===== config.mk =====
export PLATFORM = sky130hd
export DESIGN_NAME = acb_ctrl
export DESIGN_NICKNAME = d
export VERILOG_FILES = /design/src/rtl/acb_pkg.sv /design/src/rtl/acb_ctrl.sv
export VERILOG_INCLUDE_DIRS = /design/src /design/src/rtl
export SDC_FILE = /design/constraint.sdc
export NUM_CORES = 1
export LEC_CHECK = 0
export ABC_AREA = 1
export ABC_CLOCK_PERIOD_IN_PS = 10800
export BUFFER_PORTS_ARGS = -buffer_cell sky130_fd_sc_hd__clkbuf_2
export CAP_MARGIN = 5
export CORE_UTILIZATION = 61
export DETAILED_ROUTE_END_ITERATION = 7
export GPL_TIMING_DRIVEN = 0
export HOLD_SLACK_MARGIN = 0.05
export PLACE_DENSITY = 0.82
export SYNTH_ARGS = -nofsm -noshare
export SYNTH_HDL_FRONTEND = slang
export SYNTH_SLANG_ARGS = --single-unit

===== constraint.sdc =====
create_clock -name clk_i -period 10.8 [get_ports clk_i]
set_clock_uncertainty 0.2 [all_clocks]
set_input_delay 0.54 -clock clk_i [delete_from_list [all_inputs] [get_ports clk_i]]
set_output_delay 0.54 -clock clk_i [all_outputs]
set_load 0.05 [all_outputs]

===== src/rtl/acb_params.svh =====
// Purpose: constants of the converter control block
// Assumes: included by bare name from the package and the bench
// Notes: offsets are AHB byte addresses, one word per register
`ifndef ACB_PARAMS_SVH
`define ACB_PARAMS_SVH

`define ACB_NPINS 16
`define ACB_BUF_DEPTH 16
`define ACB_HALF_DEPTH 8

`define ACB_OFS_CTRL1 8'h00
`define ACB_OFS_CTRL2 8'h04
`define ACB_OFS_PCFG 8'h08
`define ACB_OFS_PORT 8'h0c
`define ACB_OFS_CLKCFG 8'h10
`define ACB_OFS_SCAN 8'h14
`define ACB_OFS_DMACFG 8'h18
`define ACB_OFS_BUF_PAGE 2'h1

`define ACB_RST_CTRL1 16'h0000
`define ACB_RST_CTRL2 16'h0000
`define ACB_RST_PCFG 16'h0000
`define ACB_RST_CLKCFG 16'h0000
`define ACB_RST_SCAN 16'h0000
`define ACB_RST_DMACFG 2'h0

`define ACB_BIT_ON 15
`define ACB_BIT_SIMULTANEOUS_SAMPLE_SEL 3
`define ACB_BIT_AUTO_SAMPLE_ENABLE 2
`define ACB_BIT_DONE 0
`define ACB_LSB_SSRC 5
`define ACB_LSB_CHPS 8
`define ACB_BIT_ACTIVE_HALF_STATUS 7
`define ACB_LSB_SMPI 2
`define ACB_BIT_SPLIT_BUFFER_MODE 1
`define ACB_BIT_ALTERNATE_INPUT_ENABLE 0
`define ACB_BIT_DMA_EN 0
`define ACB_BIT_CONV_ORDER 1

`endif


===== src/rtl/acb_pkg.sv =====
// Purpose: types of the converter control block
// Assumes: acb_params.svh holds all numeric constants
// Notes: none
package acb_pkg;
`include "acb_params.svh"

   typedef struct packed {
      logic [1:0] channel_count_sel;
      logic [3:0] per_interrupt_count;
      logic split_buffer_mode;
      logic alternate_input_enable;
   } acb_ctrl2_t;

   typedef struct packed {
      logic [7:0] addr;
      logic write;
   } acb_ahb_req_t;

   typedef enum logic [1:0] {
      ACB_BUS_IDLE = 2'b01,
      ACB_BUS_RDWAIT = 2'b10
   } acb_bus_state_t;

endpackage : acb_pkg


===== src/rtl/acb_ctrl.sv =====
// Purpose: pin setup, enable, interrupt counting and result buffering of a SAR converter
// Assumes: converter core and sequencer on clk_i; pads and power control asynchronous
// Notes: AHB-Lite slave, writes zero wait, reads one wait state
//
// What this block does
// digital-select bit zero makes pin analog
// reset clears the pin configuration register
// analog pins disable their digital input buffer
// digital pins ground their multiplexer input
// port reads return zero on analog pins
// converter-on bit powers module fully
// clearing converter-on halts all sequencing
// abort conversion, never store partial result
// software leaves settings alone while on
// power-disable stops clock, toggle restores defaults
// power-disable forces pins digital, ignores selects
// with DMA count sets address increment rate
// conversion-order DMA ignores the count field
// software zeroes count under plain DMA
// DMA variant interrupts and completes every conversion
// fill 16-word buffer, interrupt at count
// conversions equal count plus one, times channels when sampling is simultaneous
// software limits count in simultaneous modes
// completion bit set with interrupt, cleared next
// split mode alternates 8-word halves per interrupt
// unsplit mode uses whole 16-word buffer
// active-half bit shows half being filled
// interrupt restarts the sequencing from beginning
// power-disable ignores writes, holds defaults
`timescale 1ns/1ps
`default_nettype none
module acb_ctrl
   import acb_pkg::*;
(
   input wire logic clk_i,
   input wire logic arst_n_i,
   input wire logic hsel_i,
   input wire logic [31:0] haddr_i,
   input wire logic [1:0] htrans_i,
   input wire logic hwrite_i,
   input wire logic [2:0] hsize_i,
   input wire logic hready_i,
   input wire logic [31:0] hwdata_i,
   output logic hreadyout_o,
   output logic hresp_o,
   output logic [31:0] hrdata_o,
   input wire logic module_power_disable_i,
   input wire logic [`ACB_NPINS-1:0] port_pin_i,
   output logic [`ACB_NPINS-1:0] digital_in_buf_en_o,
   output logic [`ACB_NPINS-1:0] mux_to_ground_o,
   input wire logic seq_start_i,
   input wire logic conv_done_i,
   input wire logic [15:0] conv_result_i,
   output logic conv_enable_o,
   output logic conv_clk_en_o,
   output logic conv_abort_o,
   output logic seq_restart_o,
   output logic irq_o,
   output logic dma_req_o,
   output logic dma_addr_inc_o,
   output logic [15:0] dma_data_o
);

   logic pd_s1_q, pd_q;
   logic [`ACB_NPINS-1:0] pin_s1_q, pin_q;
   logic [15:0] ctrl1_q, pcfg_q, clkcfg_q, scan_q;
   acb_ctrl2_t ctrl2_q;
   logic [1:0] dmacfg_q;
   logic done_q, half_q;
   logic [4:0] cnt_q;
   logic [6:0] dma_cnt_q;
   logic [15:0] buf_q [`ACB_BUF_DEPTH];
   acb_bus_state_t bus_q;
   acb_ahb_req_t req_q;
   logic wr_pend_q;

   // pads and power control come from other domains
   always_ff @(posedge clk_i or negedge arst_n_i) begin
      if (!arst_n_i) begin
         pd_s1_q <= 1'b0;
         pd_q <= 1'b0;
         pin_s1_q <= '0;
         pin_q <= '0;
      end else begin
         pd_s1_q <= module_power_disable_i;
         pd_q <= pd_s1_q;
         pin_s1_q <= port_pin_i;
         pin_q <= pin_s1_q;
      end
   end

   logic on_eff;
   logic [`ACB_NPINS-1:0] eff_dig;
   logic dma_en, conv_order;
   assign on_eff = ctrl1_q[`ACB_BIT_ON] & ~pd_q;
   assign eff_dig = pcfg_q | {`ACB_NPINS{pd_q}};
   assign dma_en = dmacfg_q[`ACB_BIT_DMA_EN];
   assign conv_order = dmacfg_q[`ACB_BIT_CONV_ORDER];

   // ---------------- conversion counting ----------------
   logic [2:0] mult, nch;
   logic [6:0] target, eff_target, limit, dma_target;
   logic accept, irq_now, wr_en;
   logic [3:0] wr_idx;

   always_comb begin
      nch = 3'd1;
      if (ctrl2_q.channel_count_sel == 2'b01) begin
         nch = 3'd2;
      end else if (ctrl2_q.channel_count_sel[1]) begin
         nch = 3'd4;
      end
      // sequential sampling converts one channel per sample
      mult = ctrl1_q[`ACB_BIT_SIMULTANEOUS_SAMPLE_SEL] ? nch : 3'd1;
      target = 7'({3'b000, ctrl2_q.per_interrupt_count} + 7'd1) * 7'(mult);
      limit = ctrl2_q.split_buffer_mode ? 7'(`ACB_HALF_DEPTH) : 7'(`ACB_BUF_DEPTH);
      // clamp keeps a bad count from overrunning the buffer
      eff_target = (target > limit) ? limit : target;
      dma_target = conv_order ? 7'd1 : 7'(({3'b000, ctrl2_q.per_interrupt_count} + 7'd1) * 7'(nch));
   end

   assign accept = conv_done_i & on_eff;
   assign irq_now = accept & (dma_en | (7'({2'b00, cnt_q} + 7'd1) == eff_target));
   assign wr_en = accept & ~dma_en;
   assign wr_idx = ctrl2_q.split_buffer_mode ? {half_q, cnt_q[2:0]} : cnt_q[3:0];

   always_ff @(posedge clk_i or negedge arst_n_i) begin
      if (!arst_n_i) begin
         cnt_q <= '0;
         half_q <= 1'b0;
      end else if (!on_eff) begin
         cnt_q <= '0;
         half_q <= 1'b0;
      end else if (irq_now) begin
         cnt_q <= '0;
         if (ctrl2_q.split_buffer_mode) begin
            half_q <= ~half_q;
         end
      end else if (accept) begin
         cnt_q <= cnt_q + 5'd1;
      end
   end

   always_ff @(posedge clk_i or negedge arst_n_i) begin
      if (!arst_n_i) begin
         done_q <= 1'b0;
      end else if (pd_q) begin
         done_q <= 1'b0;
      end else if (irq_now) begin
         done_q <= 1'b1;
      end else if (seq_start_i) begin
         done_q <= 1'b0;
      end
   end

   always_ff @(posedge clk_i or negedge arst_n_i) begin
      if (!arst_n_i) begin
         dma_cnt_q <= '0;
         dma_addr_inc_o <= 1'b0;
      end else begin
         dma_addr_inc_o <= 1'b0;
         if (!on_eff || !dma_en) begin
            dma_cnt_q <= '0;
         end else if (accept) begin
            if (dma_cnt_q + 7'd1 >= dma_target) begin
               dma_cnt_q <= '0;
               dma_addr_inc_o <= 1'b1;
            end else begin
               dma_cnt_q <= dma_cnt_q + 7'd1;
            end
         end
      end
   end

   // result storage, no reset needed on data but kept defined
   genvar gi;
   generate
      for (gi = 0; gi < `ACB_BUF_DEPTH; gi++) begin : g_buf
         always_ff @(posedge clk_i or negedge arst_n_i) begin
            if (!arst_n_i) begin
               buf_q[gi] <= '0;
            end else if (pd_q) begin
               buf_q[gi] <= '0;
            end else if (wr_en && wr_idx == 4'(gi)) begin
               buf_q[gi] <= conv_result_i;
            end
         end
      end
   endgenerate

   // ---------------- converter side outputs ----------------
   always_ff @(posedge clk_i or negedge arst_n_i) begin
      if (!arst_n_i) begin
         conv_enable_o <= 1'b0;
         conv_clk_en_o <= 1'b1;
         conv_abort_o <= 1'b0;
         seq_restart_o <= 1'b0;
         irq_o <= 1'b0;
         dma_req_o <= 1'b0;
         dma_data_o <= '0;
         digital_in_buf_en_o <= '0;
         mux_to_ground_o <= '0;
      end else begin
         conv_enable_o <= on_eff;
         conv_clk_en_o <= ~pd_q;
         conv_abort_o <= conv_enable_o & ~on_eff;
         seq_restart_o <= irq_now;
         irq_o <= irq_now;
         dma_req_o <= accept & dma_en;
         if (accept && dma_en) begin
            dma_data_o <= conv_result_i;
         end
         digital_in_buf_en_o <= eff_dig;
         mux_to_ground_o <= eff_dig;
      end
   end

   // ---------------- AHB-Lite slave ----------------
   logic addr_ok, do_write;
   logic [15:0] wdata;
   assign addr_ok = hsel_i & hready_i & htrans_i[1];
   assign do_write = wr_pend_q & ~pd_q;
   assign wdata = hwdata_i[15:0];

   always_ff @(posedge clk_i or negedge arst_n_i) begin
      if (!arst_n_i) begin
         bus_q <= ACB_BUS_IDLE;
         req_q <= '0;
         wr_pend_q <= 1'b0;
         hreadyout_o <= 1'b1;
      end else begin
         case (bus_q)
            ACB_BUS_IDLE: begin
               wr_pend_q <= addr_ok & hwrite_i;
               req_q <= addr_ok ? {haddr_i[7:0], hwrite_i} : req_q;
               if (addr_ok && !hwrite_i) begin
                  bus_q <= ACB_BUS_RDWAIT;
                  hreadyout_o <= 1'b0;
               end
            end
            ACB_BUS_RDWAIT: begin
               bus_q <= ACB_BUS_IDLE;
               hreadyout_o <= 1'b1;
            end
            default: begin
               bus_q <= ACB_BUS_IDLE;
               hreadyout_o <= 1'b1;
            end
         endcase
      end
   end

   // registers; power-disable holds them at default so its release restores them
   always_ff @(posedge clk_i or negedge arst_n_i) begin
      if (!arst_n_i) begin
         ctrl1_q <= `ACB_RST_CTRL1;
         ctrl2_q <= acb_ctrl2_t'(`ACB_RST_CTRL2);
         pcfg_q <= `ACB_RST_PCFG;
         clkcfg_q <= `ACB_RST_CLKCFG;
         scan_q <= `ACB_RST_SCAN;
         dmacfg_q <= `ACB_RST_DMACFG;
      end else if (pd_q) begin
         ctrl1_q <= `ACB_RST_CTRL1;
         ctrl2_q <= acb_ctrl2_t'(`ACB_RST_CTRL2);
         pcfg_q <= `ACB_RST_PCFG;
         clkcfg_q <= `ACB_RST_CLKCFG;
         scan_q <= `ACB_RST_SCAN;
         dmacfg_q <= `ACB_RST_DMACFG;
      end else if (do_write) begin
         if (req_q.addr == `ACB_OFS_CTRL1) begin
            ctrl1_q <= {wdata[15:1], 1'b0}; // completion bit is hardware owned
         end else if (req_q.addr == `ACB_OFS_CTRL2) begin
            ctrl2_q <= {wdata[`ACB_LSB_CHPS +: 2], wdata[`ACB_LSB_SMPI +: 4],
                        wdata[`ACB_BIT_SPLIT_BUFFER_MODE], wdata[`ACB_BIT_ALTERNATE_INPUT_ENABLE]};
         end else if (req_q.addr == `ACB_OFS_PCFG) begin
            pcfg_q <= wdata;
         end else if (req_q.addr == `ACB_OFS_CLKCFG) begin
            clkcfg_q <= wdata;
         end else if (req_q.addr == `ACB_OFS_SCAN) begin
            scan_q <= wdata;
         end else if (req_q.addr == `ACB_OFS_DMACFG) begin
            dmacfg_q <= wdata[1:0];
         end
      end
   end

   logic [15:0] rd_val;
   logic [15:0] port_val;
   assign port_val = pin_q & eff_dig;

   always_comb begin
      rd_val = 16'h0000;
      if (req_q.addr == `ACB_OFS_CTRL1) begin
         rd_val = {ctrl1_q[15:1], done_q};
      end else if (req_q.addr == `ACB_OFS_CTRL2) begin
         rd_val = 16'h0000;
         rd_val[`ACB_LSB_CHPS +: 2] = ctrl2_q.channel_count_sel;
         rd_val[`ACB_BIT_ACTIVE_HALF_STATUS] = half_q & ctrl2_q.split_buffer_mode;
         rd_val[`ACB_LSB_SMPI +: 4] = ctrl2_q.per_interrupt_count;
         rd_val[`ACB_BIT_SPLIT_BUFFER_MODE] = ctrl2_q.split_buffer_mode;
         rd_val[`ACB_BIT_ALTERNATE_INPUT_ENABLE] = ctrl2_q.alternate_input_enable;
      end else if (req_q.addr == `ACB_OFS_PCFG) begin
         rd_val = pcfg_q;
      end else if (req_q.addr == `ACB_OFS_PORT) begin
         rd_val = port_val;
      end else if (req_q.addr == `ACB_OFS_CLKCFG) begin
         rd_val = clkcfg_q;
      end else if (req_q.addr == `ACB_OFS_SCAN) begin
         rd_val = scan_q;
      end else if (req_q.addr == `ACB_OFS_DMACFG) begin
         rd_val = {14'h0000, dmacfg_q};
      end else if (req_q.addr[7:6] == `ACB_OFS_BUF_PAGE) begin
         rd_val = buf_q[req_q.addr[5:2]];
      end
   end

   always_ff @(posedge clk_i or negedge arst_n_i) begin
      if (!arst_n_i) begin
         hrdata_o <= '0;
         hresp_o <= 1'b0;
      end else begin
         hresp_o <= 1'b0;
         if (bus_q == ACB_BUS_RDWAIT) begin
            hrdata_o <= {16'h0000, rd_val};
         end
      end
   end

   // ---------------- checks ----------------
   property p_pd_defaults;
      @(posedge clk_i) disable iff (!arst_n_i)
      pd_q |=> (pcfg_q == 16'h0000 && ctrl1_q == 16'h0000 && !done_q);
   endproperty
   a_pd_defaults: assert property (p_pd_defaults) else $error("registers not at default under power-disable");

   property p_analog_buf;
      @(posedge clk_i) disable iff (!arst_n_i)
      (!pcfg_q[0] && !pd_q) ##1 1'b1 |-> !digital_in_buf_en_o[0];
   endproperty
   a_analog_buf: assert property (p_analog_buf) else $error("analog pin kept digital buffer");

   property p_ground;
      @(posedge clk_i) disable iff (!arst_n_i)
      (pcfg_q[1] || pd_q) |=> mux_to_ground_o[1];
   endproperty
   a_ground: assert property (p_ground) else $error("digital pin not grounded at mux");

   property p_port_zero;
      @(posedge clk_i) disable iff (!arst_n_i)
      (bus_q == ACB_BUS_RDWAIT && req_q.addr == `ACB_OFS_PORT) |=> ((hrdata_o[15:0] & ~$past(eff_dig)) == 16'h0000);
   endproperty
   a_port_zero: assert property (p_port_zero) else $error("analog pin read as one");

   property p_abort;
      @(posedge clk_i) disable iff (!arst_n_i)
      (conv_done_i && !on_eff) |-> (!wr_en && !irq_now) ##1 !irq_o;
   endproperty
   a_abort: assert property (p_abort) else $error("result stored while off");

   property p_irq_done;
      @(posedge clk_i) disable iff (!arst_n_i)
      irq_now |=> (done_q && irq_o && seq_restart_o && cnt_q == 5'd0);
   endproperty
   a_irq_done: assert property (p_irq_done) else $error("completion not set with interrupt");

   property p_dma_irq;
      @(posedge clk_i) disable iff (!arst_n_i)
      (accept && dma_en) |=> (irq_o && dma_req_o);
   endproperty
   a_dma_irq: assert property (p_dma_irq) else $error("no interrupt after dma conversion");

   property p_half;
      @(posedge clk_i) disable iff (!arst_n_i)
      (irq_now && ctrl2_q.split_buffer_mode && !pd_q) |=> (half_q != $past(half_q));
   endproperty
   a_half: assert property (p_half) else $error("split half did not switch");

   property p_clk;
      @(posedge clk_i) disable iff (!arst_n_i)
      pd_q |=> !conv_clk_en_o ##1 !conv_enable_o;
   endproperty
   a_clk: assert property (p_clk) else $error("converter clock runs under power-disable");

   property p_full;
      @(posedge clk_i) disable iff (!arst_n_i)
      (wr_en && !ctrl2_q.split_buffer_mode) |-> (wr_idx == cnt_q[3:0] && cnt_q < 5'd16);
   endproperty
   a_full: assert property (p_full) else $error("unsplit write index wrong");

endmodule : acb_ctrl
`default_nettype wire


==> results.yml, run 1 <==
run_status:
  outcome: "completed"
timing:
  period_share_pct: 41.19
  max_slew_margin_pct: 34.86
  whs_ps: 53.46
  drv_slew: 0
  fin_setup_tns_ps: 0
  hold_viol: 0
  worst_pin_slew_ps: 977.1
  rsz0062_at_grt: "no"
  timing.fmax_mhz: 224.8
  fin_crit_ps: 4449
  setup_viol: 0
clock_tree:
  clock-sinks: 442
  cts_root_buffer: "clkbuf_16"
  cts_buffers: 46
  htree_levels: 2
  clkTransAtPathRegs_ps: 60
  clockBufferDepth: 3
  cts_tree: "yes"
  postCtsSetupBuffers: 0
  clk_latency_ps: 570
synthesis:
  ys_seq_elements: 442
  ys_seq_area_share_pct: 55.05
  synth_top_area_share_pct: 54.79
  ys_warn_count: 0
  synthArstFlopShare_pct: 100.0
  syn_inst: 2289
  synthTopCellsByCount: "598 x nand2_1, 440 x dfrtp_1, 362 x o21ai_0, 175 x inv_1, 111 x nor2_1"
  postSynthAreaPerCell_um2: 8.779
  synth.distinct_cells: 50
  synth_most_common_cell: "nand2_1"
  synth-edff-count: 0
  synth_area_leader_cell: "dfrtp_1"
  synth_ff_type: "dfrtp_1"
  netlist_area_um2: 20100
  synth.area.top_cells: "dfrtp_1 55%, nand2_1 11%, o21ai_0 9.0%"
routing:
  routed_wl_um: 62440
  vias: 17940
  drcViolationCount: 0
  wire_per_inst_um: 20.83
  dr.first_iter.drc_count: 2326
  drt-pass1-iter-count: 6
  ant_nets: 0
  vias_per_cell: 5.987
worst_setup_path:
  critPathKind: "reg2reg"
  worst_path_most_repeated_cell: "nand2_1"
  crit_path_max_incr_delay_ps: 480
  slowest_stage: "dfrtp_1"
  crit_chain: "ha_1 -> nand2_1 -> nor2_1 -> fa_1 -> ha_1 -> fa_1 -> xor2_1 -> ha_1 -> nand2_1 -> nor2_1 -> nand2_1 -> nand2_1 -> nand2_2 -> nor2_8 -> nand3_1 -> a21oi_1 -> nand2_1 -> nor2_1 -> nand2_2 -> a21oi_1 -> a21oi_1"
  startpoint_type: "flip-flop"
  worst_ep_arrival_time_ps: 4670
  crit_fanout: 10
  end_kind: "flip-flop"
  required_ps: 11020
global_routing:
  grt-ovfl-total: 0
  globalRouteTotalUtil_pct: 38.03
  grt_pass1_vias: 17550
  grt_max_degree: 120
  antenna_found_initial: 1
  grt_pass1_wl_um: 96930
final_layout:
  finalNetCount: 2664
  syn2layout_area_growth_pct: 16.13
  drive_gt1_share_pct: 13.82
  stdcell_count: 2997
  finalInstanceArea_um2: 23340
  num_antenna_cells: 0
die:
  design.core.area_um2: 32450
  ios: 198
  start_util_pct: 61.92
  num_rows: 66
  die_h_um: 183.5
  die_area_um2: 33670
  die_w_um: 183.5
power:
  leakage_nw: 11.24
  power.density_nw_per_um2: 186.7
  ir_worst_vdd_v: 0.0001355
flow_run:
  drv_cap: 0
place:
  dp_hpwl_um: 43880
  placed_cell_area_um2: 21510
  portBuffers: 136
  gp_congestion: 0.9646
  dp_cells: 2887
min_path:
  min_path_type: "in2reg"
## registers in the layout, summed over array words and instances (netlist names), 2 cells and up
register / cells
buf_q: 256
bus_q: 2
clkcfg_q: 16
cnt_q: 5
ctrl1_q: 15
ctrl2_q: 8
dma_cnt_q: 7
dma_data_o: 16
dmacfg_q: 2
hrdata_o: 16
mux_to_ground_o: 16
pcfg_q: 16
pin_q: 16
pin_s1_q: 16
req_q: 8
scan_q: 16
## layout by cell type, fill, tap and decap left out, drive strengths merged, types with 2 or more instances in the layout
master / Yosys / final
o211ai: 6 / 6
nand4: 31 / 31
o22ai: 4 / 4
o21bai: 5 / 5
o2111ai: 4 / 4
xor2: 12 / 12
nor3: 7 / 7
dlygate4sd3: 0 / 27
clkinvlp: 0 / 2
buf: 78 / 82
dfstp: 2 / 2
inv: 192 / 194
bufinv: 0 / 2
a22o: 19 / 19
a21oi: 83 / 83
o21ai: 397 / 397
conb: 1 / 17
clkbuf: 85 / 294
a31oi: 6 / 6
mux2: 3 / 3
ha: 27 / 27
nor2: 121 / 121
a41oi: 2 / 2
nand2: 615 / 615
or2: 7 / 7
fa: 8 / 8
a22oi: 52 / 52
a221oi: 8 / 8
o31ai: 3 / 3
dfrtp: 440 / 440
o32ai: 2 / 2
nand3: 65 / 65
clkinv: 0 / 4
## stage by stage
stage               setup slack [ps]  utilization, %  power, mW
floorplan                       6789               -      2.412
global placement              -556.7           65.91      2.700
detailed placement              6381           66.27      2.724
CTS                             6346           71.91      4.327
global route                    5861           71.91      4.494
finish                          6351           71.91      4.358
## what timing repair did
item / in CTS / in global routing
hold endpoints to repair: 58 / 0
hold buffers: 27 / 0
gates resized for setup: 0 / 0
## cell families (layout without fill, tap and decap cells)
group                      count (synthesis)  in the layout  share of synthesized area (%)
other                                      1             17                        0.01866
and+or+nand+nor                          846            846                          17.44
DFF                                      442            442                          55.05
buffers and inverters                    355            605                          7.839
AOI/OAI and AO/OA                        595            595                          16.48
adders and majority gates                 35             35                          2.478
xor gates and xnor gates                  12             12                         0.5230
muxes                                      3              3                         0.1681
## power by group
part | internal (mW) | switching [mW]
Clock | 0.958 | 0.663
Sequential | 1.80 | 0.0946
Combinational | 0.219 | 0.624
Total | 2.98 | 1.38
## path summary, 6_finish.rpt
check,start,to,slack (ps),depth (start not counted)
worst min register to register,pin_s1_q[13],pin_q[13],130,0
worst min-delay path,conv_result_i[5],dma_data_o[5],50,3
worst max-delay path,ctrl2_q[2],cnt_q[0],6350,21
min in group asynchronous,arst_n_i,buf_q[78],270,2
worst max register to register,ctrl2_q[2],cnt_q[0],6350,21
max in group asynchronous,arst_n_i,buf_q[249],8900,4
## area by class of cell
| class | instances | area (um2) |
|---|---|---|
| Clock buffer | 73 | 1434 |
| Buffer | 163 | 849.6 |
| Timing Repair Buffer | 167 | 1070 |
| Clock inverter | 10 | 123.9 |
| Multi-Input combinational cell | 1508 | 7517 |
| Tap cell | 442 | 553.0 |
| Inverter | 192 | 725.7 |
| Fill cell | 2458 | 9117 |
| Sequential cell | 442 | 11060 |
## metal layers
layer  up-vias  share of wire, %  track usage, %
met5         -             0.022               0
met4         2               6.6           22.57
met3       262                10           7.607
met2      1108                46           60.27
met1      8629                37           48.72
li1       7941                 -               -
## worst max-delay path, delay by kind of cell, from the launching register on
kind | cells | cell delay, ps
AND/OR/NAND/NOR | 12 | 1160
flip-flops | 1 | 480
XOR/XNOR | 1 | 200
adder cells (fa/ha/maj) | 5 | 1880
AO/OA/AOI/OAI | 3 | 390
No activity file was read; power rests on OpenSTA's default activity.
==> inputs of run 2 (changes only) <==
--- a/config.mk
+++ b/config.mk
@@ -7,14 +7,14 @@
 export NUM_CORES = 1
 export LEC_CHECK = 0
 export ABC_AREA = 1
-export ABC_CLOCK_PERIOD_IN_PS = 10800
+export ABC_CLOCK_PERIOD_IN_PS = 3700
 export BUFFER_PORTS_ARGS = -buffer_cell sky130_fd_sc_hd__clkbuf_2
 export CAP_MARGIN = 5
-export CORE_UTILIZATION = 61
+export CORE_UTILIZATION = 54
 export DETAILED_ROUTE_END_ITERATION = 7
 export GPL_TIMING_DRIVEN = 0
 export HOLD_SLACK_MARGIN = 0.05
-export PLACE_DENSITY = 0.82
+export PLACE_DENSITY = 0.77
 export SYNTH_ARGS = -nofsm -noshare
 export SYNTH_HDL_FRONTEND = slang
 export SYNTH_SLANG_ARGS = --single-unit
==> constraint.sdc (replaced) <==
create_clock -name clk_i -period 3.7 [get_ports clk_i]
set_clock_uncertainty 0.2 [all_clocks]
set_input_delay 0.185 -clock clk_i [delete_from_list [all_inputs] [get_ports clk_i]]
set_output_delay 0.185 -clock clk_i [all_outputs]
set_load 0.05 [all_outputs]
==> run 2 against run 1 <==
  * The flow now finishes with violations (negative setup slack)
  * Sequential power increased to 2.9 times the previous value
  * Worst hold slack gained 4.4 ps
  * Die area is 13% higher
  * Non-clock buffer count grew 73
  * Final cell count increased by 3.4%
  * Maximum frequency rose by 9.6%
  * Sequential share of layout area fell by 2.1 points
  * Largest cell class unchanged
==> results.yml, run 2 (synthesis gave the netlist of run 1 again) <==
timing:
  worst_pin_slew_ps: 957.7
  rsz0062_at_grt: "yes"
  drv_slew: 0
  fin_crit_ps: 4060
  whs_ps: 57.91
  hold_viol: 0
  setup_slack_ps: -360.5
  max_slew_margin_pct: 36.15
  timing.fmax_mhz: 246.3
  period_share_pct: 109.7
  fin_setup_tns_ps: -2930
  setup_viol: 15
final_layout:
  regArea_um2: 11070
  layout_commonest_cell: "nand2_1"
  fill_cells: 2914
  finalNetCount: 2738
  multi_input_area_um2: 7894
  syn2layout_area_growth_pct: 21.64
  num_antenna_cells: 0
  largest_reg_flops: 256
  regMostFlops: "buf_q"
  final_cell_mix: "584 x nand2_1, 437 x dfrtp_1, 359 x o21ai_0"
  finalInstanceArea_um2: 24440
  drive_gt1_share_pct: 17.19
global_routing:
  grt_pass1_vias: 17770
  antenna_found_initial: 0
  grt-ovfl-total: 0
  grt_pass1_wl_um: 100300
  globalRouteTotalUtil_pct: 34.59
  grt_max_degree: 124
worst_setup_path:
  ff2ff_setup_slack_ps: -360
  crit_path_max_incr_delay_ps: 520
  slowest_stage: "fa_1"
  r2r-start: "ctrl2_q[3]"
  crit_fanout: 5
  startpoint_type: "flip-flop"
  timing.rr.end: "half_q"
  worstRegToRegCells: 28
  worst_ep_arrival_time_ps: 4360
  critPathKind: "reg2reg"
  end_kind: "flip-flop"
  worst_path_most_repeated_cell: "nand2_1"
  required_ps: 4000
routing:
  routed_wl_um: 65710
  ant_nets: 0
  vias_per_cell: 5.883
  dr.first_iter.drc_count: 2175
  vias: 18220
  drcViolationCount: 0
  wire_per_inst_um: 21.21
  drt-pass1-iter-count: 5
min_path:
  hold_depth: 2
  min_path_type: "in2reg"
  min_to: "pin_s1_q[5]"
  hp-start: "port_pin_i[5]"
die:
  num_rows: 70
  start_util_pct: 54.89
  ios: 198
  die_h_um: 194.9
  die_area_um2: 37990
  die_w_um: 194.9
  design.core.area_um2: 36610
clock_tree:
  clock-sinks: 442
  htree_levels: 2
  clockBufferDepth: 3
  cts_root_buffer: "clkbuf_16"
  cts_tree: "yes"
  clk_latency_ps: 570
  cts_buffers: 46
  clkTransAtPathRegs_ps: 60
power:
  ir_worst_vdd_v: 0.0004027
  power.density_nw_per_um2: 535.5
  leakage_nw: 11.65
place:
  placed_cell_area_um2: 21600
  pre_cts_slack_ps: -493.6
  dp_hpwl_um: 44340
  portBuffers: 136
  gp_congestion: 0.9705
flow_run:
  drv_cap: 0
run_status:
  violations: "negative setup slack"
  outcome: "complete, but fails checks"
[run 2: cell count changes in the layout (fill, tap and decap cells not counted), sizes merged]
cell         delta
clkbuf          -6
buf            +30
nor2            +1
dlygate4sd3    +43
clkinv          +2
clkinvlp        +1
bufinv          +4
[run 2: area by class of cell]
cell class | count | share of cell area [%]
plain buffers | 163 | 3.491
clock buffers | 67 | 5.446
clock inverters | 17 | 1.070
inverters | 192 | 3.010
multi-input cells | 1509 | 32.29
flip-flops and latches | 442 | 45.27
well taps | 468 | 2.395
repair buffers | 240 | 7.023
[run 2: how the worst max path moves through the flow]
stage               startpoint          to
floorplan           ctrl2_q[2]      half_q
global placement      arst_n_i  ctrl2_q[2]
detailed placement  ctrl2_q[4]      half_q
CTS                 ctrl2_q[3]      half_q
global route        ctrl2_q[7]      done_q
finish              ctrl2_q[3]      half_q
[run 2: what timing repair did]
item,CTS,global route
gates resized for setup,46,30
endpoints found under the setup margin,16,16
gates cloned,1,0
endpoints found under the hold margin,320,0
pin swaps,18,15
hold buffers,70,0
setup buffers,20,11
[run 2: report_power, final]
group,leakage [nW],internal (mW),switching [mW],total (mW)
Clock,0.774,2.93,1.97,4.90
Sequential,5.64,5.25,0.280,5.53
Combinational,5.23,0.758,1.90,2.66
Total,11.7,8.94,4.15,13.1
[run 2: through the flow]
step           power (mW)  std cells  util [%]
2_1_floorplan       7.058       2305         -
3_3_place_gp        7.914       2909     58.75
3_5_place_dp        7.971       2912     59.00
4_1_cts             12.95       3087     66.19
5_1_grt             13.47       3098     66.77
6_report            13.09       3098     66.77
[run 2: worst max-delay path: cells and delay by family (launching register included)]
kind                       cells  cell delay [ps]
DFF                            1              410
adders and majority gates      3             1220
xor gates and xnor gates       1              170
buffers and inverters          4              270
and+or+nand+nor               20             1720
[run 2: routing by layer]
layer / global-route usage (%) / wire, um / up-vias
li1: - / - / 8090
met1: 44.18 / 24940 / 8820
met2: 54.48 / 30530 / 1052
met3: 7.271 / 6055 / 262
met4: 20.68 / 4183 / 0
met5: 0 / 0 / -
